### config.mk
export PLATFORM = sky130hd
export DESIGN_NAME = bls_sequencer
export DESIGN_NICKNAME = d
export VERILOG_FILES = /design/src/hdl/bls_pkg.sv /design/src/hdl/bls_curve_map.sv /design/src/hdl/bls_sequencer.sv
export SDC_FILE = /design/constraint.sdc
export NUM_CORES = 1
export LEC_CHECK = 0
export BUFFER_PORTS_ARGS = -buffer_cell sky130_fd_sc_hd__buf_4
export CORE_ASPECT_RATIO = 0.9
export CORE_MARGIN = 4
export CORE_UTILIZATION = 64
export CTS_BUF_LIST = sky130_fd_sc_hd__clkbuf_4 sky130_fd_sc_hd__clkbuf_8
export CTS_CLUSTER_SIZE = 14
export DETAILED_ROUTE_END_ITERATION = 7
export PLACE_DENSITY = 0.83
export SLEW_MARGIN = 20
export SYNTH_ARGS = -nofsm -noshare
export SYNTH_HDL_FRONTEND = slang
export SYNTH_SLANG_ARGS = --single-unit
### constraint.sdc
create_clock -name clk -period 5.9 [get_ports clk]
set_clock_uncertainty 0.15 [all_clocks]
set_input_delay 0.885 -clock clk [delete_from_list [all_inputs] [get_ports clk]]
set_output_delay 0.885 -clock clk [all_outputs]
set_load 0.05 [all_outputs]
### src/hdl/bls_pkg.sv
// Constants, register map and delay table of the backlight sequencer
package bls_pkg;
   // ==========================================
   // Register offsets
   localparam logic [7:0] OFS_POWER_CTRL = 8'h00;
   localparam logic [7:0] OFS_LEVEL_CURVE = 8'h02;
   localparam logic [7:0] OFS_DELAYS = 8'h03;
   localparam logic [7:0] OFS_SUNLIT_PEAK = 8'h05;
   localparam logic [7:0] OFS_SUNLIT_LOW = 8'h06;
   localparam logic [7:0] OFS_INDOOR_PEAK = 8'h07;
   localparam logic [7:0] OFS_INDOOR_LOW = 8'h08;
   localparam logic [7:0] OFS_NIGHT_PEAK = 8'h09;
   localparam logic [7:0] OFS_NIGHT_LOW = 8'h0a;
   // ==========================================
   // Field positions
   localparam int POS_STANDBY_N = 0;
   localparam int POS_ON_REQ = 1;
   localparam int POS_DIM_REQ = 2;
   localparam int POS_LEVEL = 0;
   localparam int POS_CURVE = 4;
   localparam int POS_AUTO = 6;
   localparam int POS_DIM_DLY = 0;
   localparam int POS_OFF_DLY = 4;
   // ==========================================
   // Encodings and reset values
   localparam logic [1:0] LVL_DAYLIGHT = 2'h0;
   localparam logic [1:0] LVL_OFFICE = 2'h1;
   localparam logic [1:0] LVL_DARK = 2'h2;
   localparam logic [1:0] CURVE_LINEAR = 2'h0;
   localparam logic [1:0] CURVE_SQUARE = 2'h1;
   localparam logic [7:0] RST_REG = 8'h00;
   localparam logic [6:0] CODE_FULL = 7'h7f;
   localparam logic [3:0] DLY_DISABLED = 4'h0;
   // ==========================================
   // Timing
   localparam int CLK_PERIOD_NS = 4;
   localparam int ONE_SEC_NS = 1000000000;
   localparam int SEC_CYC = ONE_SEC_NS / CLK_PERIOD_NS;
   localparam int FADE_STEP_NS = 4;
   localparam int FADE_STEP_CYC =
      (FADE_STEP_NS + CLK_PERIOD_NS - 1) / CLK_PERIOD_NS;

   typedef enum logic [2:0] {
      BLS_OFF = 3'h1,
      BLS_MAX = 3'h2,
      BLS_DIM = 3'h4
   } bls_state_e;

   // Delay setting to seconds; zero means the timer is unused
   function automatic logic [6:0] bls_delay_sec(input logic [3:0] sel);
      logic [6:0] s;
      s = 7'h00;
      case (sel)
         4'h1: s = 7'd10;
         4'h2: s = 7'd18;
         4'h3: s = 7'd26;
         4'h4: s = 7'd34;
         4'h5: s = 7'd42;
         4'h6: s = 7'd50;
         4'h7: s = 7'd58;
         4'h8: s = 7'd66;
         4'h9: s = 7'd74;
         4'ha: s = 7'd82;
         4'hb: s = 7'd90;
         4'hc: s = 7'd98;
         4'hd: s = 7'd106;
         4'he: s = 7'd114;
         4'hf: s = 7'd120;
         default: s = 7'h00;
      endcase
      return s;
   endfunction : bls_delay_sec
endpackage : bls_pkg

### src/hdl/bls_curve_map.sv
// Code to sink current law, in units of full scale / 16129
module bls_curve_map (
   input wire logic clk,
   input wire logic rst_n,
   input wire logic [6:0] code,
   input wire logic [1:0] curve,
   output logic [13:0] level
);
   logic [13:0] level_d;
   logic [13:0] level_q;

   // ==========================================
   // Mapping
   always_comb begin
      // linear law, code x full / 127
      level_d = 14'(code) * 14'(bls_pkg::CODE_FULL);
      // square law; curve codes 2 and 3 reuse it
      if (curve != bls_pkg::CURVE_LINEAR) begin
         level_d = 14'(code) * 14'(code);
      end
   end

   always_ff @(posedge clk) begin
      if (!rst_n) begin
         level_q <= 14'h0000;
      end else begin
         level_q <= level_d;
      end
   end

   assign level = level_q;
endmodule : bls_curve_map

### src/hdl/bls_sequencer.sv
// Backlight level, dim and off sequencer with register port
module bls_sequencer #(
   parameter int SEC_CYC = bls_pkg::SEC_CYC,
   parameter int FADE_CYC = bls_pkg::FADE_STEP_CYC
) (
   input wire logic clk,
   input wire logic rst_n,
   input wire logic reg_wr,
   input wire logic reg_rd,
   input wire logic [7:0] reg_addr,
   input wire logic [7:0] reg_wdata,
   output logic [7:0] reg_rdata,
   input wire logic [1:0] ambient_level,
   output logic [6:0] sink_code,
   output logic [13:0] sink_level,
   output logic backlight_active
);
   logic [7:0] ctrl_q, ctrl_d;
   logic [7:0] lvlcfg_q, lvlcfg_d;
   logic [7:0] dly_q, dly_d;
   logic [6:0] code_q [6];
   logic [6:0] code_d [6];
   logic [7:0] rdata_q, rdata_d;
   logic [31:0] pre_q, pre_d;
   logic [6:0] dim_sec_q, dim_sec_d;
   logic [6:0] off_sec_q, off_sec_d;
   logic [31:0] fade_q, fade_d;
   logic [6:0] disp_q, disp_d;
   bls_pkg::bls_state_e st_q, st_d;

   logic wr_ctrl, reassert, on_eff, sec_tick, dim_exp, off_exp;
   logic [6:0] dim_lim, off_lim, target;
   logic [1:0] lvl;
   logic [2:0] sel;

   assign lvl = lvlcfg_q[bls_pkg::POS_LEVEL +: 2];
   assign wr_ctrl = reg_wr && reg_addr == bls_pkg::OFS_POWER_CTRL;
   assign reassert = wr_ctrl && reg_wdata[bls_pkg::POS_ON_REQ];
   // request honoured only in normal mode
   assign on_eff = ctrl_q[bls_pkg::POS_ON_REQ]
      && ctrl_q[bls_pkg::POS_STANDBY_N];
   assign dim_lim = bls_pkg::bls_delay_sec(dly_q[bls_pkg::POS_DIM_DLY +: 4]);
   assign off_lim = bls_pkg::bls_delay_sec(dly_q[bls_pkg::POS_OFF_DLY +: 4]);
   assign sec_tick = pre_q == 32'(SEC_CYC - 1);
   assign dim_exp = on_eff && !ctrl_q[bls_pkg::POS_DIM_REQ] && !reassert
      && dim_lim != 7'h00 && sec_tick && dim_sec_q == dim_lim - 7'h01;
   assign off_exp = on_eff && !reassert && off_lim != 7'h00
      && sec_tick && off_sec_q == off_lim - 7'h01;

   // ==========================================
   // Register file
   always_comb begin
      ctrl_d = ctrl_q;
      lvlcfg_d = lvlcfg_q;
      dly_d = dly_q;
      code_d = code_q;
      rdata_d = 8'h00;
      if (reg_wr) begin
         if (reg_addr == bls_pkg::OFS_POWER_CTRL) begin
            ctrl_d = {5'h00, reg_wdata[2:0]};
         end else if (reg_addr == bls_pkg::OFS_LEVEL_CURVE) begin
            // host owns the level unless in auto mode
            lvlcfg_d = {1'b0, reg_wdata[6:0]};
            if (lvlcfg_q[bls_pkg::POS_AUTO]) begin
               lvlcfg_d[bls_pkg::POS_LEVEL +: 2] = lvl;
            end
         end else if (reg_addr == bls_pkg::OFS_DELAYS) begin
            dly_d = reg_wdata;
         end else if (reg_addr >= bls_pkg::OFS_SUNLIT_PEAK
               && reg_addr <= bls_pkg::OFS_NIGHT_LOW) begin
            // seven-bit codes, top bit reads zero
            code_d[3'(reg_addr - bls_pkg::OFS_SUNLIT_PEAK)] = reg_wdata[6:0];
         end
      end
      // ambient logic drives the level in auto mode, except when it reads 11
      if (lvlcfg_q[bls_pkg::POS_AUTO] && ambient_level != 2'h3) begin
         lvlcfg_d[bls_pkg::POS_LEVEL +: 2] = ambient_level;
      end
      // dim timer expiry sets dim request, loses to a reassert
      if (dim_exp) begin
         ctrl_d[bls_pkg::POS_DIM_REQ] = 1'b1;
      end
      // off timer expiry clears on request unless rewritten
      if (off_exp) begin
         ctrl_d[bls_pkg::POS_ON_REQ] = 1'b0;
      end
      if (reg_rd) begin
         if (reg_addr == bls_pkg::OFS_POWER_CTRL) begin
            rdata_d = ctrl_q;
         end else if (reg_addr == bls_pkg::OFS_LEVEL_CURVE) begin
            rdata_d = lvlcfg_q;
         end else if (reg_addr == bls_pkg::OFS_DELAYS) begin
            rdata_d = dly_q;
         end else if (reg_addr >= bls_pkg::OFS_SUNLIT_PEAK
               && reg_addr <= bls_pkg::OFS_NIGHT_LOW) begin
            rdata_d = {1'b0, code_q[3'(reg_addr - bls_pkg::OFS_SUNLIT_PEAK)]};
         end
      end
   end

   always_ff @(posedge clk) begin
      if (!rst_n) begin
         ctrl_q <= bls_pkg::RST_REG;
         lvlcfg_q <= bls_pkg::RST_REG;
         dly_q <= bls_pkg::RST_REG;
         rdata_q <= bls_pkg::RST_REG;
      end else begin
         ctrl_q <= ctrl_d;
         lvlcfg_q <= lvlcfg_d;
         dly_q <= dly_d;
         rdata_q <= rdata_d;
      end
   end

   genvar gi;
   generate
      for (gi = 0; gi < 6; gi++) begin : g_code
         always_ff @(posedge clk) begin
            if (!rst_n) begin
               code_q[gi] <= 7'h00;
            end else begin
               code_q[gi] <= code_d[gi];
            end
         end
      end
   endgenerate

   // ==========================================
   // Sequencer state and timers
   always_comb begin
      // on bit drives the backlight, clear turns it off
      st_d = bls_pkg::BLS_OFF;
      if (on_eff) begin
         st_d = ctrl_q[bls_pkg::POS_DIM_REQ] ? bls_pkg::BLS_DIM
            : bls_pkg::BLS_MAX;
      end
      pre_d = (!on_eff || sec_tick) ? 32'h0 : pre_q + 32'h1;
      dim_sec_d = dim_sec_q;
      off_sec_d = off_sec_q;
      if (sec_tick) begin
         dim_sec_d = dim_sec_q + 7'h01;
         off_sec_d = off_sec_q + 7'h01;
      end
      // dim clear or reassert restarts the dim count
      // reassert during dim count restarts it
      if (!on_eff || ctrl_q[bls_pkg::POS_DIM_REQ] || reassert || dim_exp) begin
         dim_sec_d = 7'h00;
      end
      // reassert during off count restarts it
      if (!on_eff || reassert || off_exp) begin
         off_sec_d = 7'h00;
      end
      if (reassert) begin
         pre_d = 32'h0;
      end
   end

   always_ff @(posedge clk) begin
      if (!rst_n) begin
         st_q <= bls_pkg::BLS_OFF;
         pre_q <= 32'h0;
         dim_sec_q <= 7'h00;
         off_sec_q <= 7'h00;
      end else begin
         st_q <= st_d;
         pre_q <= pre_d;
         dim_sec_q <= dim_sec_d;
         off_sec_q <= off_sec_d;
      end
   end

   // ==========================================
   // Target code and fading
   // level picks the code pair; 11 falls back to dark
   // level change retargets the live state at once
   always_comb begin
      sel = 3'h4;
      if (lvl == bls_pkg::LVL_DAYLIGHT) begin
         sel = 3'h0;
      end else if (lvl == bls_pkg::LVL_OFFICE) begin
         sel = 3'h2;
      end
      // dim code taken as is, no clamp against max
      target = 7'h00;
      case (st_q)
         bls_pkg::BLS_MAX: target = code_q[sel];
         bls_pkg::BLS_DIM: target = code_q[sel + 3'h1];
         default: target = 7'h00;
      endcase
   end

   // one code step per fade interval toward target
   always_comb begin
      fade_d = fade_q + 32'h1;
      disp_d = disp_q;
      if (fade_q >= 32'(FADE_CYC - 1)) begin
         fade_d = 32'h0;
         if (disp_q < target) begin
            disp_d = disp_q + 7'h01;
         end else if (disp_q > target) begin
            disp_d = disp_q - 7'h01;
         end
      end
   end

   always_ff @(posedge clk) begin
      if (!rst_n) begin
         fade_q <= 32'h0;
         disp_q <= 7'h00;
      end else begin
         fade_q <= fade_d;
         disp_q <= disp_d;
      end
   end

   bls_curve_map u_map (
      .clk(clk),
      .rst_n(rst_n),
      .code(disp_q),
      .curve(lvlcfg_q[bls_pkg::POS_CURVE +: 2]),
      .level(sink_level)
   );

   assign sink_code = disp_q;
   assign reg_rdata = rdata_q;
   assign backlight_active = st_q != bls_pkg::BLS_OFF;
endmodule : bls_sequencer

## After elaboration in Yosys (flattened, before gate mapping)

Memory sizes are Yosys's and may differ from the RTL's. A register that Yosys moved wholly into a read port is not among the register bits.
Index checks and enable logic that the tools add are counted.

- Flip-flop bits (word level): 170
- Bits in read-only memories: 160
- Input port bits: 22
- Output and inout bits: 30
- Logic and storage cells: 150
- Memories kept: 2

Memory list:

| memory | words | width | read ports | clocked after Yosys merged registers in | write ports | RTL line | RTL |
|---|---|---|---|---|---|---|---|
| (no name shown) | 16 | 5 | 1 | 1 | 0 | bls_pkg.sv:53 | `case (sel)` |
| (no name shown) | 16 | 5 | 1 | 1 | 0 | bls_pkg.sv:53 |  |

- Add/subtract/negate cells: 10
- Multiply operators: 2
- $lt $le $gt $ge: 9
- Eq/ne operators: 12
- Mux-type cells: 35
- Bitwise logic cells: 8
- Reduce and logical (&&, ||, !) cells: 50

Operator list:

| kind | number |
|---|---|
| two-way mux 7 bit | 11 |
| adder 32 x 1 -> 32 bit (second input constant) | 2 |
| binary-select mux 7 bit (select 3 bit) | 3 |
| bitwise mux 42 bit | 1 |
| equality test 32 x 28 -> 1 bit (second input constant) | 1 |
| >= comparator 32 x 1 -> 1 bit (second input constant) | 1 |
| adder 7 x 1 -> 7 bit (second input constant) | 3 |
| demux 7 bit (select 3 bit) | 1 |
| subtractor 7 x 1 -> 7 bit (second input constant) | 3 |
| two-way mux 3 bit | 6 |
| equality test 8 x 2 -> 1 bit (second input constant) | 2 |
| two-way mux 4 bit | 4 |
| logical AND 1 bit | 15 |
| equality test 7 bit | 2 |
| multiplier 7 x 7 -> 14 bit | 1 |
| multiplier 7 x 7 -> 14 bit (second input constant) | 1 |
| two-way mux 14 bit | 1 |
| one-hot mux 7 bit (2 select lines) | 1 |
| nonzero test 7 bit | 2 |
| >= comparator 4 bit (second input constant) | 3 |
| inverter 3 -> 4 bit | 3 |
| nonzero test 2 bit | 6 |
| two-way mux 2 bit | 5 |
| AND reduction 2 bit | 5 |
| other kinds (25) | 43 |

## Longest topological paths before layout

- Depth after elaboration: 12
- Mapped depth: 18
- Mapped depth without buffers: 17

## Modules after synthesis

Synthesis repeated with hierarchy kept, for this count alone.

- Cells, all modules: 1,123
- Area, all modules: 9,888.2 um^2

Modules (own cells, without submodules):

| module | times used | cells an instance | area each (um^2) | seq. area each (um^2) |
|---|---|---|---|---|
| bls_sequencer | 1 | 788 | 6,885.4 | 2,682.6 |
| bls_curve_map | 1 | 335 | 3,002.9 | 280.3 |

## Worst setup path before layout

OpenSTA, ideal clock, no wires.

- Path type: register to register
- Start: register disp_q[4], in the netlist sink_code[4]
- End: register u_map.level_q[12], in the netlist u_map.level[12]
- Arrival time: 5.012 ns
- Data required time: 5.616 ns
- Slack: 0.604 ns
- Stages on the path, launching flop included: 18
- Buffers on the path: 0
- Cell sequence: dfxtp_1 > inv_1 > nor2_1 > ha_1 > xor2_1 > fa_1 > inv_1 > fa_1 > inv_1 > fa_1 > inv_1 > ha_1 > o21ai_0 > o21ai_0 > a21oi_1 > o21ai_0 > and4b_1 > or4_1

- Word-level cells in the longest chain between the ends: 2
- Elaborated cells on any way between the ends: 3

Ends and longest elaborated chain:

| element | RTL line | RTL |
|---|---|---|
| from (decl) | bls_sequencer.sv:28 | `logic [6:0] disp_q, disp_d;` |
| from (signal assigned) | bls_sequencer.sv:212 | `disp_q <= disp_d;` |
| multiplier 7 x 7 -> 14 bit (on tied branches) | bls_curve_map.sv:16, bls_curve_map.sv:19 |  |
| two-way mux 14 bit (*) | bls_curve_map.sv:18 | `if (curve != bls_pkg::CURVE_LINEAR) begin` |
| to (signal assigned) | bls_curve_map.sv:27 | `level_q <= level_d;` |
| to (decl) | bls_curve_map.sv:10 | `logic [13:0] level_q;` |

Mark *: on every way between the ends. The rest lies on a longest branch, timed or not.
A chain may end at the register's enable or synchronous reset.

## Worst setup path in the final report

- Start: register disp_q[2], in the netlist sink_code[2]
- End: register u_map.level_q[12], in the netlist u_map.level[12]

The elaborated chain is that of the path after synthesis.

==> summary.md <==
| Metric | Value |
|---|---|
| Setup TNS | 0 ps |
| Detailed Place HPWL | ~17,000 um |
| Grt ovf | 0 |
| Final setup viols | 0 |
| Largest net degree at the start of global routing | approximately 90 |
| FFs w/ async S/R, synth | 0 |
| Filler cells | 1,177 |
| CTS Buf Count | 17 |
| Worst-path clk slew | around 80 ps |
| Yosys top cell by area | dfxtp_1 |
| Clock buffer depth | 2 |
| Placer Congestion | slightly below 0.9 |
| CP arrival | about 5300 ps |
| Total track usage | 0.260 |
| Die X | around 140 um |
| EDFF count, synth | 0 |
| CTS resizes | 0 |
| Area of the multi-input gates | between 6000 and 7000 sq um |
| CTS tree | yes |
| Worst slew pin tran | 1000 ps |
| Cells after Synth | about 1,100 |
| Setup Fix Bufs, Post-CTS | 0 |
| Nets | roughly 1,300 |
| Placed inst area | around 10,000 sq um |
| Core Region | between 15,000 and 20,000 sq um |
| Pins Over Slew Limit | 0 |
| Mean post-synth cell area | ~9 sq um |
| Synth-to-layout area growth | 8.34% |
| Via/cell ratio | about 6 |
| Initial antenna violation count | 0 |
| Num rows | 43 |
| Setup CP Type | reg -> reg |
| I/O Buffers | 51 |
| Hold WC Path Type | reg -> reg |
| PwrDens | between 500 and 600 nW/um^2 |
| Die ar. | 17,600 sq um |
| Critical path launch point type | register |
| Antenna Cells | 0 |
| Drt total wl | roughly 23,000 um |
| Share of the synthesized area in the top cell type | 0.297 |
| Vias in the first global route | roughly 7,700 |
| Detail Route Antenna Nets | 0 |
| Sequential area share after synthesis | 0.297 |
| Required time at the worst-slack endpoint | between 6000 and 7000 ps |
| Slew headroom | 0.330 |
| Status | complete, no violations |
| TritonRoute pass-1 iters | 5 |
| Die H | between 100 and 150 um |
| Leak | 0.00449 uW |
| Net Count, Synth | 1,244 |
| Worst-path maximum fanout | 10 |
| Synth warn | 0 |
| Hold buffers post-CTS | 0 |
| DRC Markers | 0 |
| Share of layout cells above drive strength 1 | 0.0976 |
| First-pass GRT wire length | about 38,000 um |
| Min cycle time layout | approximately 5200 ps |
| H-tree depth | 4 |
| Detailed-route wire length per cell | approximately 17 um |
| Top_reg_cell synth | dfxtp_1 |
| FMAX | around 190 MHz |
| FF+latch area | between 2000 and 3000 sq um |
| FF+latch count, synth | about 150 |
| Initial Utilization | 0.651 |
| MaxCap Viol Count | 0 |
| Yosys cell types | 70 |
| Num ports | 52 |
| RSZ-0062 raised after global routing | no |
| Synth top cells by count | 148 x dfxtp_1, 96 x nor2_1, 93 x mux2i_1 |
| Fin. Hold Viols | 0 |
| Area of the mapped netlist | about 10000 sq um |
| Clk sinks | around 150 |
| DRT iter0 DRCs | slightly below 700 |
| Skew-Pair Late Insertion Delay | 460 ps |
| Worst VDD drop | roughly 0.00063 V |
| Final period utilization | 0.874 |
| Setup crit end kind | register |
| Design Area, Final | around 11,000 sq um |
| Most frequent cell after synthesis | dfxtp_1 |
| Area contributors post-synth | dfxtp_1 30%, ha_1 11%, mux2i_1 9.3% |
| Vias post-DR | between 7,000 and 8,000 |
| Root Buffer | clkbuf_8 |
## flip-flops by register name, summed over array words and instances, names as in the netlist
signal and flops:
code_q 42, pre_q 32, u_map.level 14, sink_code 7, dly_q 8, st_q 3
dim_sec_q 7, ctrl_q 3, reg_rdata 8, off_sec_q 7, lvlcfg_q 7, off_lim 5
dim_lim 5
## where the power goes
| part | total, uW | leakage (uW) | internal [uW] | switching [uW] |
|---|---|---|---|---|
| registers | 1160 | 0.00120 | 1080 | 77.6 |
| logic | 4240 | 0.00311 | 1740 | 2500 |
| clock network | 782 | 0.000185 | 355 | 427 |
## per-stage QoR
stage	std cells	total power [uW]	hold WS, ps	util	setup WS, ps
4_1_cts	1339	6150	318	0.705	749
6_report	1339	6180	316	0.705	744
5_1_grt	1339	6760	358	0.705	406
3_5_place_dp	1307	5330	307	0.679	744
2_1_floorplan	1104	4370	268	-	604
3_3_place_gp	1307	5200	285	0.679	900
## per-layer routing
metal,vias to the layer above,GRT usage,share of wire,wire length (um)
met2,231,0.410,0.46,10300
met5,-,0,0,0
met1,3754,0.357,0.46,10500
li1,3879,-,-,-
met4,0,0.0678,0.014,327
met3,32,0.0682,0.064,1440
## kinds of logic (layout without fill, tap and decap cells)
group | count (synthesis) | in the layout | share of synthesized area
flip-flops | 148 | 148 | 0.297
AO/OA/AOI/OAI | 161 | 161 | 0.107
multiplexers | 98 | 98 | 0.103
XOR/XNOR | 68 | 68 | 0.0597
AND/OR/NAND/NOR | 385 | 385 | 0.210
buffers and inverters | 126 | 159 | 0.0494
adder cells (fa/ha/maj) | 118 | 118 | 0.173
## placed cells by master (no fill, tap or decap), types with 4 or more instances in the layout
master	n
clkinvlp_4	4
nand2_1	54
nand4b_1	4
mux2i_1	93
clkbuf_8	18
ha_1	85
nor3_1	16
inv_6	5
and3_1	13
mux4_2	4
o211ai_1	4
buf_4	55
or3_1	9
nand2b_1	6
o21a_1	6
o21ai_0	34
nor2_1	96
fa_1	33
nand3_1	22
dfxtp_1	148
and4_1	12
nand4_1	18
inv_1	71
or2_2	4
nor4_1	4
a211oi_1	13
a22oi_1	13
o22ai_1	17
and2_1	22
a21oi_1	31
or4_1	7
xnor2_1	31
a21o_1	11
xor2_1	37
nor2b_1	81
## layout make-up
class                   count  share of cell area
flip-flops and latches    148               0.274
multi-input cells         830               0.603
clock inverters            14              0.0131
repair buffers             55              0.0382
well taps                 202              0.0234
clock buffers              18              0.0229
inverters                  72              0.0250
## worst paths after layout
kind,from,to,slack (ps),depth (start not counted)
worst max register to register,sink_code[2],u_map.level[12],740,17
worst min register to register,pre_q[0],pre_q[0],320,1
worst min-delay path,pre_q[0],pre_q[0],320,1
worst max-delay path,sink_code[2],u_map.level[12],740,17
## worst max-delay path, cell delays in order, from the launching register on
cell,delay [ps]
dfxtp_1,590
inv_1,250
nor2_1,210
ha_1,280
xor2_1,180
fa_1,490
inv_1,50
fa_1,490
inv_1,50
fa_1,530
inv_1,40
ha_1,330
o21ai_0,150
o21ai_0,170
a21oi_1,200
o21ai_0,130
and4b_1,210
or4_1,520
Note: power is estimated with default switching activity, not from simulation.
